**config.mk**
```make
export PLATFORM = sky130hd
export DESIGN_NAME = rail2_status_and_limits_bank
export DESIGN_NICKNAME = d
export VERILOG_FILES = /design/src/logic/rail2_status_pkg.sv /design/src/logic/rail2_status_and_limits_bank.sv
export VERILOG_INCLUDE_DIRS = /design/src /design/src/logic
export SDC_FILE = /design/constraint.sdc
export NUM_CORES = 1
export LEC_CHECK = 0
export BUFFER_PORTS_ARGS = -buffer_cell sky130_fd_sc_hd__buf_2
export CAP_MARGIN = 20
export CORE_MARGIN = 10
export CORE_UTILIZATION = 48
export DETAILED_ROUTE_END_ITERATION = 7
export PLACE_DENSITY = 0.75
export SLEW_MARGIN = 0
export SYNTH_ARGS = -nofsm -noshare
export SYNTH_HDL_FRONTEND = slang
export SYNTH_SLANG_ARGS = --single-unit
```
**constraint.sdc**
```tcl
create_clock -name clk -period 5.4 [get_ports clk]
set_clock_uncertainty 0.15 [all_clocks]
set_input_delay 0.81 -clock clk [delete_from_list [all_inputs] [get_ports clk]]
set_output_delay 0.81 -clock clk [all_outputs]
set_load 0.005 [all_outputs]
```
**src/logic/rail2_status_map.svh**
```systemverilog
// Command codes, field positions, reset values and counts of the rail-2 status bank.
`ifndef RAIL2_STATUS_MAP_SVH
`define RAIL2_STATUS_MAP_SVH
`define CMD_CLEAR_FAULTS 8'h03
`define CMD_HOT_WARN 8'h51
`define CMD_IN_LOCKOUT 8'h55
`define CMD_STARTUP_SLEW 8'h61
`define CMD_STATUS_BYTE 8'h78
`define CMD_STATUS_WORD 8'h79
`define CMD_OUTPUT_VOLTAGE_STATUS 8'h7A
`define CMD_OUTPUT_CURRENT_STATUS 8'h7B
`define HOT_EN_BIT 8
`define SLEW_W 12
`define RST_HOT_WARN 16'h0000
`define RST_IN_LOCKOUT 16'h0000
`define RST_STARTUP_SLEW 12'h000
`define WDOG_LIMIT 16'h0400
// Index of each latched flag inside the latch vector.
`define LT_OV 0
`define LT_OC 1
`define LT_VINUV 2
`define LT_TEMP 3
`define LT_CML 4
`define LT_TS2D 5
`define LT_VOUT 6
`define LT_IOUT 7
`define LT_INPUT 8
`define LT_WDOG 9
`define LT_UVP 10
`define LT_CLAMP 11
`define LT_FLOAT 12
`define LT_OCUV 13
`define LT_N 14
`endif

```
**src/logic/rail2_status_pkg.sv**
```systemverilog
// Types shared by the rail-2 status and limits bank.
package rail2_status_pkg;
    typedef logic [15:0] word_t;
    typedef logic [7:0] code_t;
    typedef logic [13:0] latch_t;
endpackage

```
**src/logic/rail2_status_and_limits_bank.sv**
```systemverilog
// Rail-2 status flags and limit registers behind the management command port.
`include "rail2_status_map.svh"
`timescale 1ns/1ps
`default_nettype none
module rail2_status_and_limits_bank
    import rail2_status_pkg::*;
#(
    parameter int WDOG_W = 16,
    parameter logic [15:0] WDOG_LIMIT = `WDOG_LIMIT
)
(
    input wire logic clk, // 250 MHz clock.
    input wire logic resetn, // Asynchronous reset, active low.
    input wire logic cmd_valid, // One-cycle command strobe.
    input wire logic cmd_write, // 1 = write or send-byte, 0 = read.
    input wire code_t cmd_code, // Command code.
    input wire word_t cmd_wdata, // Write data.
    output word_t rsp_data_ff, // Read data, valid with rsp_valid_ff.
    output logic rsp_valid_ff, // Answer strobe, one cycle after the command.
    output logic rsp_error_ff, // Command refused.
    input wire logic memory_busy_flag, // Nonvolatile memory busy.
    input wire logic protect_off, // A protection holds the rail off.
    input wire logic rail_enable, // Enable input level.
    input wire logic [7:0] target_voltage_code, // Target voltage code.
    input wire logic ovp_absolute, // Absolute over-voltage trip.
    input wire logic ovp_target, // Target-relative over-voltage trip.
    input wire logic sustained_current_protection, // Sustained over-current trip.
    input wire logic peak_current_protection, // Peak over-current trip.
    input wire logic output_undervoltage_flag, // Under-voltage protection trip.
    input wire logic uv_comparator, // Under-voltage comparator level.
    input wire logic output_ov_warning, // Output over-voltage warning.
    input wire logic output_uv_warning, // Output under-voltage warning.
    input wire logic output_oc_warning, // Output over-current warning.
    input wire logic input_undervoltage_flag, // Input under-voltage fault.
    input wire logic input_event, // Any input voltage, current or power event.
    input wire logic communication_fault_flag, // Bus communication fault.
    input wire logic second_sensor_otp, // Second sensor over-temperature trip.
    input wire logic ot_warning, // Over-temperature warning.
    input wire logic [7:0] sensed_temp, // Temperature, 1 C per count.
    input wire logic sensor_fault_enable, // Digital sense fault function enable.
    input wire logic merged_temp_mode, // Merged temperature mode selected.
    input wire logic fault_direction, // 1 = fault above threshold, 0 = below.
    input wire logic [5:0] sensor_fault_threshold, // Digital sense threshold.
    input wire logic [5:0] second_temp_sense_input, // Digitised sense voltage.
    input wire logic sense_limit_enable, // Sense-limit fault function enable.
    input wire logic sense_over_limit, // Sense voltage above its limit.
    input wire logic power_good, // Power-good level.
    input wire logic monitor_busy, // Monitor calculation running.
    input wire logic monitor_done, // Monitor calculation finished.
    input wire logic phase_redundancy_fault, // Phase redundancy event.
    input wire logic target_clamp_warning, // Target beyond max or min.
    input wire logic line_float, // Floating sense line detected.
    output logic hot_warning_flag_ff, // Hot warning flag.
    output logic rail_shutdown_ff, // Rail shut down by line float.
    output logic monitor_reset_ff, // Clears monitor value and timer.
    output logic [7:0] input_turn_on_threshold_ff, // Rising lockout threshold.
    output logic [7:0] input_turn_off_threshold_ff, // Falling lockout threshold.
    output logic [`SLEW_W-1:0] startup_ramp_rate_ff // Start-up ramp rate.
);

    // Set wins over clear so that no event is lost in the clearing cycle.
    function automatic latch_t sticky(input latch_t cur, input latch_t set, input logic clr);
        sticky = (cur & ~{`LT_N{clr}}) | set;
    endfunction

    ////////////////////////////////////////////////////////////////////////
    // Command decode.

    logic rd_cmd, wr_cmd, clr_cmd, known_rd, known_wr;
    assign rd_cmd = cmd_valid && !cmd_write;
    assign wr_cmd = cmd_valid && cmd_write;
    assign clr_cmd = wr_cmd && (cmd_code == `CMD_CLEAR_FAULTS);
    always_comb
    begin
        known_rd = 1'b0;
        known_wr = 1'b0;
        unique case (cmd_code)
            `CMD_HOT_WARN, `CMD_IN_LOCKOUT, `CMD_STARTUP_SLEW:
            begin
                known_rd = 1'b1;
                known_wr = 1'b1;
            end
            `CMD_STATUS_BYTE, `CMD_STATUS_WORD, `CMD_OUTPUT_VOLTAGE_STATUS, `CMD_OUTPUT_CURRENT_STATUS:
                known_rd = 1'b1;
            `CMD_CLEAR_FAULTS:
                known_wr = 1'b1;
            default:
            begin
                known_rd = 1'b0;
                known_wr = 1'b0;
            end
        endcase
    end
    logic bad_cmd;
    assign bad_cmd = (rd_cmd && !known_rd) || (wr_cmd && !known_wr);

    ////////////////////////////////////////////////////////////////////////
    // Configuration registers.

    word_t hot_cfg_ff, nxt_hot_cfg;
    logic [7:0] nxt_turn_on, nxt_turn_off;
    logic [`SLEW_W-1:0] nxt_ramp;
    logic nxt_hot_flag;
    always_comb
    begin
        nxt_hot_cfg = hot_cfg_ff;
        nxt_turn_on = input_turn_on_threshold_ff;
        nxt_turn_off = input_turn_off_threshold_ff;
        nxt_ramp = startup_ramp_rate_ff;
        if (wr_cmd && cmd_code == `CMD_HOT_WARN)
            nxt_hot_cfg = cmd_wdata;
        if (wr_cmd && cmd_code == `CMD_IN_LOCKOUT)
        begin
            nxt_turn_on = cmd_wdata[15:8];
            nxt_turn_off = cmd_wdata[7:0];
        end
        if (wr_cmd && cmd_code == `CMD_STARTUP_SLEW)
            nxt_ramp = cmd_wdata[`SLEW_W-1:0];
        nxt_hot_flag = hot_cfg_ff[`HOT_EN_BIT] && (sensed_temp > hot_cfg_ff[7:0]);
    end
    always_ff @(posedge clk or negedge resetn)
    begin
        if (!resetn)
        begin
            hot_cfg_ff <= `RST_HOT_WARN;
            input_turn_on_threshold_ff <= 8'(`RST_IN_LOCKOUT >> 8);
            input_turn_off_threshold_ff <= 8'(`RST_IN_LOCKOUT);
            startup_ramp_rate_ff <= `RST_STARTUP_SLEW;
            hot_warning_flag_ff <= 1'b0;
        end
        else
        begin
            hot_cfg_ff <= nxt_hot_cfg;
            input_turn_on_threshold_ff <= nxt_turn_on;
            input_turn_off_threshold_ff <= nxt_turn_off;
            startup_ramp_rate_ff <= nxt_ramp;
            hot_warning_flag_ff <= nxt_hot_flag;
        end
    end

    ////////////////////////////////////////////////////////////////////////
    // Monitor watchdog: an overflow restarts the timer and the monitor value.

    logic [WDOG_W-1:0] wdog_ff, nxt_wdog;
    logic nxt_mon_reset, wdog_ovf;
    assign wdog_ovf = monitor_busy && (wdog_ff == WDOG_LIMIT[WDOG_W-1:0]);
    always_comb
    begin
        nxt_wdog = wdog_ff;
        if (wdog_ovf || monitor_done || !monitor_busy)
            nxt_wdog = '0;
        else
            nxt_wdog = wdog_ff + 1'b1;
        nxt_mon_reset = wdog_ovf;
    end
    always_ff @(posedge clk or negedge resetn)
    begin
        if (!resetn)
        begin
            wdog_ff <= '0;
            monitor_reset_ff <= 1'b0;
        end
        else
        begin
            wdog_ff <= nxt_wdog;
            monitor_reset_ff <= nxt_mon_reset;
        end
    end

    ////////////////////////////////////////////////////////////////////////
    // Latched flags; a condition still present sets its flag again.

    latch_t latch_ff, nxt_latch, set_vec;
    logic sense_ff, nxt_sense, redund_ff, nxt_redund, nxt_shut;
    logic ov_any, oc_any, dig_fault;
    assign ov_any = ovp_absolute || ovp_target;
    assign oc_any = sustained_current_protection || peak_current_protection;
    always_comb
    begin
        dig_fault = 1'b0;
        if (sensor_fault_enable && merged_temp_mode)
        begin
            if (fault_direction)
                dig_fault = second_temp_sense_input > sensor_fault_threshold;
            else
                dig_fault = second_temp_sense_input < sensor_fault_threshold;
        end
    end
    always_comb
    begin
        set_vec = '0;
        set_vec[`LT_OV] = ov_any;
        set_vec[`LT_OC] = oc_any;
        set_vec[`LT_VINUV] = input_undervoltage_flag;
        set_vec[`LT_CML] = communication_fault_flag || bad_cmd;
        set_vec[`LT_TEMP] = second_sensor_otp || ot_warning;
        set_vec[`LT_TS2D] = dig_fault;
        set_vec[`LT_VOUT] = ov_any || output_undervoltage_flag
            || output_ov_warning || output_uv_warning;
        set_vec[`LT_IOUT] = oc_any || output_oc_warning;
        set_vec[`LT_INPUT] = input_event || input_undervoltage_flag;
        set_vec[`LT_WDOG] = wdog_ovf;
        set_vec[`LT_UVP] = output_undervoltage_flag;
        set_vec[`LT_CLAMP] = target_clamp_warning;
        set_vec[`LT_FLOAT] = line_float;
        set_vec[`LT_OCUV] = oc_any && uv_comparator;
        nxt_latch = sticky(latch_ff, set_vec, clr_cmd);
        nxt_sense = sense_ff || (sense_limit_enable && sense_over_limit);
        nxt_redund = redund_ff || phase_redundancy_fault;
        nxt_shut = nxt_latch[`LT_FLOAT];
    end
    always_ff @(posedge clk or negedge resetn)
    begin
        if (!resetn)
        begin
            latch_ff <= '0;
            sense_ff <= 1'b0;
            redund_ff <= 1'b0;
            rail_shutdown_ff <= 1'b0;
        end
        else
        begin
            latch_ff <= nxt_latch;
            sense_ff <= nxt_sense;
            redund_ff <= nxt_redund;
            rail_shutdown_ff <= nxt_shut;
        end
    end

    ////////////////////////////////////////////////////////////////////////
    // Status views and the read answer; reading a known code has no side effect.

    logic [7:0] byte_view, vout_view, iout_view;
    word_t word_view, rd_mux;
    logic rail_off;
    assign rail_off = protect_off || !rail_enable || (target_voltage_code == 8'h00)
        || rail_shutdown_ff;
    assign byte_view = {memory_busy_flag, rail_off, latch_ff[`LT_OV], latch_ff[`LT_OC],
        latch_ff[`LT_VINUV], latch_ff[`LT_TEMP], latch_ff[`LT_CML],
        latch_ff[`LT_TS2D]};
    assign word_view = {latch_ff[`LT_VOUT], latch_ff[`LT_IOUT], latch_ff[`LT_INPUT],
        sense_ff, !power_good, 2'b00, latch_ff[`LT_WDOG] || redund_ff,
        byte_view};
    assign vout_view = {latch_ff[`LT_OV], 2'b00, latch_ff[`LT_UVP], latch_ff[`LT_CLAMP],
        1'b0, latch_ff[`LT_FLOAT], 1'b0};
    assign iout_view = {latch_ff[`LT_OC], latch_ff[`LT_OCUV], 6'h00};
    always_comb
    begin
        unique case (cmd_code)
            `CMD_HOT_WARN: rd_mux = hot_cfg_ff;
            `CMD_IN_LOCKOUT: rd_mux = {input_turn_on_threshold_ff, input_turn_off_threshold_ff};
            `CMD_STARTUP_SLEW: rd_mux = {4'h0, startup_ramp_rate_ff};
            `CMD_STATUS_BYTE: rd_mux = {8'h00, byte_view};
            `CMD_STATUS_WORD: rd_mux = word_view;
            `CMD_OUTPUT_VOLTAGE_STATUS: rd_mux = {8'h00, vout_view};
            `CMD_OUTPUT_CURRENT_STATUS: rd_mux = {8'h00, iout_view};
            default: rd_mux = 16'h0000;
        endcase
    end
    always_ff @(posedge clk or negedge resetn)
    begin
        if (!resetn)
        begin
            rsp_valid_ff <= 1'b0;
            rsp_error_ff <= 1'b0;
            rsp_data_ff <= 16'h0000;
        end
        else
        begin
            rsp_valid_ff <= cmd_valid;
            rsp_error_ff <= bad_cmd;
            rsp_data_ff <= rd_cmd ? rd_mux : 16'h0000;
        end
    end
endmodule
`default_nettype wire

```
## Yosys cells after proc, flatten, opt, wreduce, memory -nomap -nowiden

Index checks and enable logic that the tools add are counted.
Widths: inputs -> output; s select.

| cells by class | value |
|---|---|
| magnitude comparators | 3 |
| muxes and demuxes | 7 |
| add/subtract/negate cells | 1 |
| eq/ne operators | 9 |
| reductions and logical operators | 40 |
| bitwise gates (word level) | 3 |

Operators with widths:

| cell | count |
|---|---|
| $pmux 16 s7 | 1 |
| $eq 8x7->1 const B | 7 |
| $mux 16 | 2 |
| $logic_or 1x1->1 | 18 |
| $add 16x1->16 const B | 1 |
| $eq 16x11->1 const B | 1 |
| $and 14x14->14 | 1 |
| $not 14->14 | 1 |
| $or 14x14->14 | 1 |
| $logic_and 1x1->1 | 13 |
| $eq 8x2->1 const B | 1 |
| $gt 8x8->1 | 1 |
| $logic_not 8->1 | 1 |
| $reduce_or 7->1 | 1 |
| $gt 6x6->1 | 1 |
| $logic_not 1->1 | 6 |
| $lt 6x6->1 | 1 |
| $mux 1 | 4 |
| $reduce_or 4->1 | 1 |

| storage, ports and cells | value |
|---|---|
| bits in registers | 97 |
| input port bits | 84 |
| word-level logic and storage cells | 77 |
| output and inout port bits | 49 |

## Logic depth before layout (Yosys ltp)

Gate-level depths: netlist of the first run.

| depth | value |
|---|---|
| depth in word-level cells | 8 |
| gate-level depth with buffers | 8 |
| mapped depth without buffers | 7 |

## Least setup slack after synthesis of the first run

No wires, ideal clock.

| path | value |
|---|---|
| path type | input -> register |
| start point | input cmd_code[1] |
| end point | register hot_cfg_ff[10] |
| setup slack | 2.527 ns |
| setup time | 0.125 ns |
| data required time | 5.125 ns |
| data arrival time | 2.598 ns |
| path buffers | 4 |
| cell stages on the path | 8 |
| path through | buf_6 > nand2b_4 > or4_4 > buf_6 > or3_1 > buf_6 > buf_6 > mux2_4 |

| on the way | value |
|---|---|
| word-level cells in the longest chain between the ends | 2 |

Ends and longest elaborated chain:

| item | RTL line | text |
|---|---|---|
| start: declaration | rail2_status_and_limits_bank.sv:16 | `input wire code_t cmd_code,` |
| $eq 8x7->1 | -- |  |
| $logic_and 1x1->1 (no line) | -- |  |
| end signal: assignment | rail2_status_and_limits_bank.sv:125 | `` hot_cfg_ff <= `RST_HOT_WARN; `` |
| end signal: assignment | rail2_status_and_limits_bank.sv:133 | `hot_cfg_ff <= nxt_hot_cfg;` |
| end: declaration | rail2_status_and_limits_bank.sv:100 | `word_t hot_cfg_ff, nxt_hot_cfg;` |

Every way passes these cells.
A chain may end at the register's enable or synchronous reset.

## Final worst setup path of the first run

| path | value |
|---|---|
| start point | input cmd_code[1] |
| end point | register input_turn_off_threshold_ff[3] |

| on the way | value |
|---|---|
| word-level cells in the longest chain between the ends | 2 |

Ends and longest elaborated chain:

| item | RTL line | text |
|---|---|---|
| $eq 8x7->1 | -- |  |
| $logic_and 1x1->1 (no line) | -- |  |
| end signal: assignment | rail2_status_and_limits_bank.sv:127 | `` input_turn_off_threshold_ff <= 8'(`RST_IN_LOCKOUT); `` |
| end signal: assignment | rail2_status_and_limits_bank.sv:135 | `input_turn_off_threshold_ff <= nxt_turn_off;` |
| end: declaration | rail2_status_and_limits_bank.sv:57 | `output logic [7:0] input_turn_off_threshold_ff,` |

Every way passes these cells.

==> flow_summary.toml, run 1 <==
[clock_tree]
h-tree-depth = 3
postCtsSetupRepairBufs = 0
clockBufferDepth = 2
tritoncts = "built"
cts-root-buf = "clkbuf_8"
cts_buffers = 9
cts.clk_slew.worst_paths_ns = 0.09
post_cts_resized = 0
clock-sinks = 96
clk_latency_ns = 0.36
postCtsHoldBufs = 0

[sta]
hold_ws_ns = 0.213
worst_pin_slew_ns = 0.944
setup_tns_ns = 0
slew_headroom_pct = 36.9
finalSetupViolations = 0
final_hold_viol_count = 0
final_max_slew_viol_count = 0
timing.final.crit_share_pct = 54.8
period_minus_slack_ns = 2.96
max_freq_ghz = 0.338
rsz0062_at_grt = "false"

[grt]
grt_pass1_vias = 3908
use_met1_pct = 20.4
grt_max_degree = 69
use_met3_pct = 3.50
antenna_found_initial = 0
grtUsageMet2_pct = 28.9
grt_usage_pct = 16.8
grt.busiest_layer = "met2"
grt_pass1_wl_um = 19300
grt_overflow = 0

[logic_synthesis]
syn_inst = 404
syn_nets = 504
synth-async-reset-ratio_pct = 100
synth.distinct_cells = 42
synth_edf_count = 0
post_synth.cell_area_avg_sq_um = 11.3
synthesis.area_sq_mm = 0.00458
synth_warnings = 0
synth_area_leaders = "dfrtp_1 (52%), mux2_2 (8.4%), ha_1 (4.4%), nor2_1 (3.9%), mux2i_1 (3.5%)"
ys_ff_latch = 96
yosys_most_used_dff = "dfrtp_1"
synth_top_area_share_pct = 52.4
synth_area_leader_cell = "dfrtp_1"
ys_seq_area_share_pct = 52.4

[die]
io_pins = 133
die_x_um = 118
num_rows = 35
die_h_um = 118
core_area_sq_mm = 0.00928
start_util_pct = 49.4
fp.dieArea_sq_mm = 0.0139

[final_layout]
n_antenna_cell = 0
final_common_cell = "buf_2"
layout-drive-gt1-share_pct = 36.6
nets = 633
syn_to_final_growth_pct = 20.8
layout_common_cells = "buf_2 (131), dfrtp_1 (96), nor2_1 (48), mux2_2 (34), a21oi_1 (25)"

[critical_path]
worstPathArrival_ns = 3.06
crit_fanout = 16
crit_required_ns = 5.50
crit_type = "in -> reg"
end_kind = "flip-flop"
crit-reg2reg-launch = "wdog_ff[0]"
worstSetupStartpoint = "cmd_code[1]"
start_kind = "primary input"

[detailed_routing]
wl_per_cell_um = 17.6
routed_wl_um = 11800
drc = 0
initialDrtViolationCount = 204
dr.pass1.iters = 4
via_per_inst = 5.40
vias = 3600
ant_nets = 0

[power_and_ir_drop]
power_frac_clock_pct = 36.1
seq_power_share_pct = 55.3
power_leakage_nw = 2.80
switching_power_mw = 0.331
p_int_mw = 1.00
pwr_density_cell_mw_per_mm2 = 241
peakVddDrop_mv = 0.136
switching_share_pct = 24.8
power_frac_comb_pct = 8.6

[place]
dpl.hpwl_um = 9250
port_buffers = 132
gp_congestion = 0.926

[min_path]
hold_path_class = "in -> async"

[flow_run]
maxCapViolations = 0

[status]
status = "completed"
## power by group through the flow
stage,sequential [mW],clock [mW],combinational [mW]
2_1_floorplan,0.750,0,0.0475
3_3_place_gp,0.751,0,0.112
3_5_place_dp,0.752,0,0.117
4_1_cts,0.738,0.489,0.117
5_1_grt,0.739,0.521,0.132
6_report,0.738,0.482,0.115
## per-layer routing
layer | part of all wire [%] | wire [um]
met1 | 43 | 5050
met2 | 51 | 5960
met3 | 4.7 | 557
met4 | 1.7 | 200
met5 | 0 | 0
## worst max-delay path, cell delays in order
cell and delay [ns]:
buf_2 0.16, nand2b_4 0.17, nor4_1 0.48, nand4_1 0.84, mux2_2 0.58
## through the flow
stage / instance area (sq um) / power (mW) / instances / setup WS, ns / utilization (%)
floorplan: 4580 / 0.798 / 404 / 2.53 / -
global placement: 5330 / 0.864 / 651 / 2.07 / 57.4
detailed placement: 5330 / 0.868 / 651 / 2.06 / 57.4
CTS: 5530 / 1.34 / 667 / 2.42 / 59.6
global route: 5530 / 1.39 / 667 / 2.24 / 59.6
finish: 5530 / 1.33 / 667 / 2.44 / 59.6
## layout make-up
class | instances | area (sq um)
Clock buffer | 10 | 128
Sequential cell | 96 | 2400
Timing Repair Buffer | 134 | 678
Inverter | 21 | 78.8
Clock inverter | 6 | 73.8
Fill cell | 806 | 3750
Multi-Input combinational cell | 271 | 2010
Tap cell | 129 | 161
## logic make-up after synthesis
kind of cell,share of synthesized area [%]
fa+ha+maj,4.37
mux,15.1
xor+xnor,2.10
buf+inv,3.69
flops,52.4
compound gates,9.18
simple gates,13.1
## state kept, by name, indices dropped and copies added, names as in the netlist
| register | count |
|---|---|
| monitor_reset_ff | 1 |
| hot_warning_flag_ff | 1 |
| rsp_error_ff | 1 |
| rsp_data_ff | 16 |
| redund_ff | 1 |
| input_turn_on_threshold_ff | 8 |
| startup_ramp_rate_ff | 12 |
| input_turn_off_threshold_ff | 8 |
| hot_cfg_ff | 16 |
| latch_ff | 14 |
| sense_ff | 1 |
| wdog_ff | 16 |
| rsp_valid_ff | 1 |
## Yosys cell counts, drive strengths merged (2+ instances only)
cell / number
a211o: 6
a211oi: 2
a21o: 8
a21oi: 25
a221oi: 5
and3: 4
and4: 2
buf: 6
clkbuf: 10
dfrtp: 96
ha: 16
inv: 21
mux2: 44
mux2i: 16
nand2: 19
nand2b: 3
nand3: 5
nand3b: 3
nand4: 8
nor2: 48
nor2b: 5
nor4: 5
nor4b: 3
o21a: 2
o21ai: 10
o21bai: 2
o22ai: 3
or3: 7
or4: 3
xnor2: 4
xor2: 7
## final timing paths
kind                                                  end  slack, ns  cells after the start
min                                       rsp_data_ff[11]       0.21                      1
max                        input_turn_off_threshold_ff[3]       2.44                      5
min reg2reg                                      sense_ff       0.32                      1
max in group asynchronous                     wdog_ff[11]       3.73                      2
min in group clk                                 sense_ff       0.32                      1
max reg2reg                                    wdog_ff[9]       3.34                      6
Power figures use the tool's default switching activity.
==> run 2, diff against run 1 <==
- ABC_AREA: default -> 1
- PLACE_DENSITY: 0.75 -> 0.74
- clock period: 5.4 -> 2.76 ns (I/O delays scaled with it)
==> run 2 against run 1 <==
Compared with the run above: utilization down 0.15 points; setup slack worse by 1.7 ns; final area is 6.0% higher; via count rose by 21%; sequential power grew 95%; synthesized area up 7.2%; highest routed layer unchanged; total power rose by 97%; final cell count increased by 33%; critical path depth rose by 4; clock-buffer cell count shrank 1; first-iteration DRC count is 39% higher; sequential share of layout area down 2.5 points.
==> flow_summary.toml, run 2 <==
[status]
status = "completed"

[place]
dpl.hpwl_um = 10500
post-place-ws_ns = 0.434
dp.cells = 868
port_buffers = 132
gp_congestion = 0.886
dpl_cell_area_sq_mm = 0.00565

[grt]
antenna_found_initial = 0
grt_overflow = 0
grt_usage_pct = 18.3
grt_pass1_vias = 4517
grt_max_degree = 58
grt_pass1_wl_um = 21900

[sta]
final_max_slew_viol_count = 0
rsz0062_at_grt = "false"
hold_ws_ns = 0.0326
timing.final.crit_share_pct = 72.3
finalSetupViolations = 0
max_freq_ghz = 0.501
setup_ws_ns = 0.764
period_minus_slack_ns = 2.00
worst_pin_slew_ns = 0.617
slew_headroom_pct = 58.7
setup_tns_ns = 0
final_hold_viol_count = 0

[critical_path]
crit_required_ns = 2.84
crit_buf_inv = 3
crit_type = "in -> reg"
path_cells = "buf_2 > inv_1 > nand2_2 > nor2_2 > nand2_2 > inv_2 > nand2_2 > nand2_1 > o21ai_2"
max_stage_delay_ns = 0.40
cpMostUsedCell = "nand2_2"
start_kind = "primary input"
crit-reg2reg-launch = "wdog_ff[0]"
worstPathArrival_ns = 2.08
worstSetupStartpoint = "cmd_code[7]"
crit_path_top_delay_cell = "nand2_2"
cp_top_family = "simple AND/OR/NAND/NOR gates"
end_kind = "flip-flop"
crit_fanout = 32

[logic_synthesis]
synth_warnings = 0
syn_nets = 715
synth.distinct_cells = 33
muxShareOfSynthArea_pct = 0
synthAdderAreaFrac_pct = 4.07
synth-simple-area-share_pct = 29.0
synth_area_leader_cell = "dfrtp_1"
ys_ff_latch = 96
synth_xor_area_share_pct = 0.535
synth_compound_area_share_pct = 8.63
synth_area_leaders = "dfrtp_1 (49%), nand2_1 (14%), inv_1 (6.0%), nor2_1 (6.0%), ha_1 (4.1%)"
synth_edf_count = 0
post_synth.cell_area_avg_sq_um = 7.99
synth_common_cells = "nand2_1 (179), dfrtp_1 (96), inv_1 (79)"
synth_top_area_share_pct = 48.9
yosysMostFrequentCell = "nand2_1"
synthesis.area_sq_mm = 0.00491
synth-async-reset-ratio_pct = 100
syn_inst = 615
synth_top_family_by_area = "simple AND/OR/NAND/NOR gates"
yosys_most_used_dff = "dfrtp_1"
ys_seq_area_share_pct = 48.9

[clock_tree]
cts-root-buf = "clkbuf_8"
h-tree-depth = 3
clockBufferDepth = 2
cts_buffers = 9
tritoncts = "built"
clock-sinks = 96
postCtsSetupRepairBufs = 0
cts.clk_slew.worst_paths_ns = 0.10
clk_latency_ns = 0.36

[power_and_ir_drop]
pwr_density_cell_mw_per_mm2 = 449
power.total_mw = 2.63
power_leakage_nw = 3.20
peakVddDrop_mv = 0.277

[final_layout]
nets = 847
finalNonFillerCells = 885
reg_top3 = "hot_cfg_ff x16, rsp_data_ff x16, wdog_ff x16"
final_common_cell = "nand2_1"
syn_to_final_growth_pct = 19.4
fin_area_sq_mm = 0.00586
utilization_pct = 59.4
layout-drive-gt1-share_pct = 25.3
n_antenna_cell = 0
layout_common_cells = "nand2_1 (179), buf_2 (131), dfrtp_1 (96), inv_1 (79), nor2_1 (78)"

[die]
die_x_um = 121
die_h_um = 121
start_util_pct = 49.8
core_area_sq_mm = 0.00986
fp.dieArea_sq_mm = 0.0147
io_pins = 133
num_rows = 36

[detailed_routing]
wl_per_cell_um = 14.9
initialDrtViolationCount = 283
drc = 0
vias = 4345
routed_wl_um = 13200
dr.pass1.iters = 4
via_per_inst = 4.91
ant_nets = 0

[min_path]
hp-start = "cmd_valid"
hold_path_class = "in -> reg"

[flow_run]
maxCapViolations = 0
==> run 2: changes by cell type after synthesis, sizes merged, moves of 8 or more <==
cell | before | now
nand2 | 19 | 189
inv | 21 | 82
mux2 | 44 | 0
o21ai | 10 | 49
nor2 | 48 | 83
nand3 | 5 | 38
mux2i | 16 | 0
a21oi | 25 | 12
clkbuf | 10 | 0
nor3 | 1 | 11
buf | 6 | 14
==> run 2: path summary, 6_finish.rpt <==
kind	end	slack, ns	cells past startpoint
hold reg to reg	sense_ff	0.32	2
min in group asynchronous	latch_ff[13]	0.40	2
setup reg to reg	wdog_ff[8]	0.95	7
hold / removal	rsp_valid_ff	0.03	1
setup / recovery	hot_cfg_ff[2]	0.76	9
max in group asynchronous	startup_ramp_rate_ff[11]	1.36	3
==> run 2: area by class of cell <==
type / instances / area (sq um)
fill: 877 / 4000
sequential: 96 / 2400
multi-input combinational: 422 / 2080
timing repair buffer: 135 / 701
inverter: 83 / 315
tap: 133 / 166
clock buffer: 9 / 124
clock inverter: 7 / 78.8
==> run 2: metal layers <==
layer	up-vias	global-route usage, %	routed length [um]
li1	2192	-	-
met1	2020	21.2	5380
met4	0	3.95	186
met2	117	32.7	6790
met5	-	0	0
met3	16	5.49	842
==> run 2: cell families after synthesis <==
kind of cell | Yosys count
simple gates | 335
buf+inv | 97
flops | 96
compound gates | 68
fa+ha+maj | 16
xor+xnor | 3
==> run 2: report_power, final <==
group          switching, mW  total (mW)  leakage [nW]  internal [mW]
Clock                  0.516       0.946        0.0982          0.430
Sequential            0.0173        1.44          1.25           1.43
Combinational          0.144       0.243          1.85         0.0986
==> run 2: what timing repair did <==
item                                   in CTS  in global routing
setup endpoints to repair                   0                  0
resized for setup                           0                  0
hold buffers                                1                  0
endpoints found under the hold margin      39                  0
==> run 3, diff against run 2 <==
- clock period: 2.76 -> 2 ns (I/O delays scaled with it)
==> run 3 against run 2 <==
Compared with the run above: register-to-register slack worse by 0.65 ns; sequential share of layout area down 1.9 points; sequential power up 38%; utilization up 2.9 points; setup slack worse by 0.51 ns; die area unchanged; flip-flop and latch count unchanged; total power up 45%; final cell count up 2.8%; non-clock buffer count up 25; final area up 4.8%.
==> flow_summary.toml, run 3 (synthesized netlist as in run 2, its figures left out) <==
[clock_tree]
tritoncts = "built"
clk_latency_ns = 0.36
cts.clk_slew.worst_paths_ns = 0.09
cts-root-buf = "clkbuf_8"
h-tree-depth = 3
clockBufferDepth = 2
postCtsSetupRepairBufs = 0
cts_buffers = 9
clock-sinks = 96

[die]
die_h_um = 121
die_x_um = 121
num_rows = 36
fp.dieArea_sq_mm = 0.0147
start_util_pct = 49.8
io_pins = 133
core_area_sq_mm = 0.00986

[grt]
grt_max_degree = 49
antenna_found_initial = 0
grt_usage_pct = 18.6
grt_pass1_wl_um = 22300
grt_overflow = 0
grt_pass1_vias = 4516

[detailed_routing]
ant_nets = 0
drc = 0
dr.pass1.iters = 4
wl_per_cell_um = 14.8
vias = 4451
via_per_inst = 4.89
routed_wl_um = 13500
initialDrtViolationCount = 335

[final_layout]
utilization_pct = 62.3
multiInputGateArea_sq_mm = 0.00208
n_fill_cell = 862
finalNonFillerCells = 910
final_common_cell = "nand2_1"
reg_top3 = "hot_cfg_ff x16, rsp_data_ff x16, wdog_ff x16"
register_area_sq_mm = 0.00240
syn_to_final_growth_pct = 25.1
nets = 872
layout_common_cells = "nand2_1 (179), buf_2 (131), dfrtp_1 (96), inv_1 (79), nor2_1 (78)"
n_antenna_cell = 0
layout-drive-gt1-share_pct = 25.5

[min_path]
hold_path_class = "in -> reg"

[critical_path]
path_cells = "dlygate4sd3_1 > buf_2 > nand2_1 > inv_1 > nand2_2 > buf_12 > nand2_1 > o21ai_2"
crit_required_ns = 2.10
crit-reg2reg-launch = "wdog_ff[0]"
max_stage_delay_ns = 0.52
start_kind = "primary input"
worstPathArrival_ns = 1.85
ff2ff_path_depth = 7
crit_buf_inv = 4
crit_type = "in -> reg"
worstSetupStartpoint = "cmd_valid"
cp-endpoint = "hot_cfg_ff[2]"
cp_top_family = "buffers and inverters"
end_kind = "flip-flop"
cpMostUsedCell = "nand2_1"
crit_fanout = 24
path_depth = 8
reg2reg_slack_ns = 0.30
crit_path_top_delay_cell = "dlygate4sd3_1"
r2r_end = "wdog_ff[8]"

[place]
gp_congestion = 0.849
port_buffers = 132
dp.cells = 876
dpl.hpwl_um = 10600

[status]
status = "completed"

[sta]
max_freq_ghz = 0.574
rsz0062_at_grt = "false"
hold_ws_ns = 0.00935
final_max_slew_viol_count = 0
setup_tns_ns = 0
period_minus_slack_ns = 1.74
timing.final.crit_share_pct = 87.1
worst_pin_slew_ns = 0.552
finalSetupViolations = 0
final_hold_viol_count = 0
slew_headroom_pct = 63.1

[flow_run]
maxCapViolations = 0

[power_and_ir_drop]
peakVddDrop_mv = 0.414
power_leakage_nw = 3.35
pwr_density_cell_mw_per_mm2 = 623
[run 3: cell count changes in the layout (fill, tap and decap cells not counted), sizes merged]
| cell | previous run | this run |
|---|---|---|
| buf | 134 | 142 |
| bufinv | 1 | 2 |
| clkbuf | 9 | 11 |
| clkinv | 2 | 3 |
| clkinvlp | 2 | 0 |
| dlygate4sd3 | 1 | 18 |
| inv | 85 | 83 |
[run 3: where the power goes]
group	total, mW	switching, mW	leakage (nW)	internal, mW
combinational	0.363	0.202	1.98	0.162
sequential	1.99	0.0231	1.25	1.97
clock	1.47	0.689	0.120	0.782
total	3.83	0.914	3.35	2.91
[run 3: final cells by class]
cell class / instances / share of cell area [%]
clock inverter: 5 / 1.40
multi-input combinational: 422 / 33.9
inverter: 83 / 5.13
sequential: 96 / 39.1
timing repair buffer: 160 / 15.3
clock buffer: 11 / 2.46
tap: 133 / 2.71
[run 3: metal layers]
metal / track usage, % / up-vias / wire length, um
met5: 0 / - / 0
met4: 6.26 / 0 / 301
met3: 4.79 / 21 / 802
met2: 32.3 / 125 / 6840
met1: 21.8 / 2060 / 5560
li1: - / 2245 / -
[run 3: worst min path at each step]
stage / slack, ns / start / endpoint / cells past startpoint
floorplan: -0.15 / resetn / hot_cfg_ff[0] / 0
global placement: 0.07 / resetn / latch_ff[6] / 1
detailed placement: 0.07 / resetn / latch_ff[6] / 1
CTS: 0.002 / ovp_target / latch_ff[6] / 3
global route: 0.01 / ovp_target / latch_ff[6] / 3
finish: 0.009 / ovp_target / latch_ff[6] / 3
[run 3: tightest hold or removal path, cell delays in order]
cell,delay (ns)
buf_2,0.07
nor2_1,0.04
nand3_1,0.07
[run 3: repair_timing]
action | in CTS | in global routing
endpoints found under the setup margin | 0 | 2
gates resized for setup | 0 | 1
endpoints found under the hold margin | 35 | 0
hold buffers | 18 | 0
[run 3: per-stage QoR]
stage	instance area, sq um	setup slack [ns]	total power [mW]
final	6150	0.258	3.83
after floorplan	4910	0.486	2.17
after global placement	5720	0.243	2.36
after CTS	6140	0.156	3.86
after detailed placement	5720	0.187	2.37
after global routing	6150	0.154	3.98
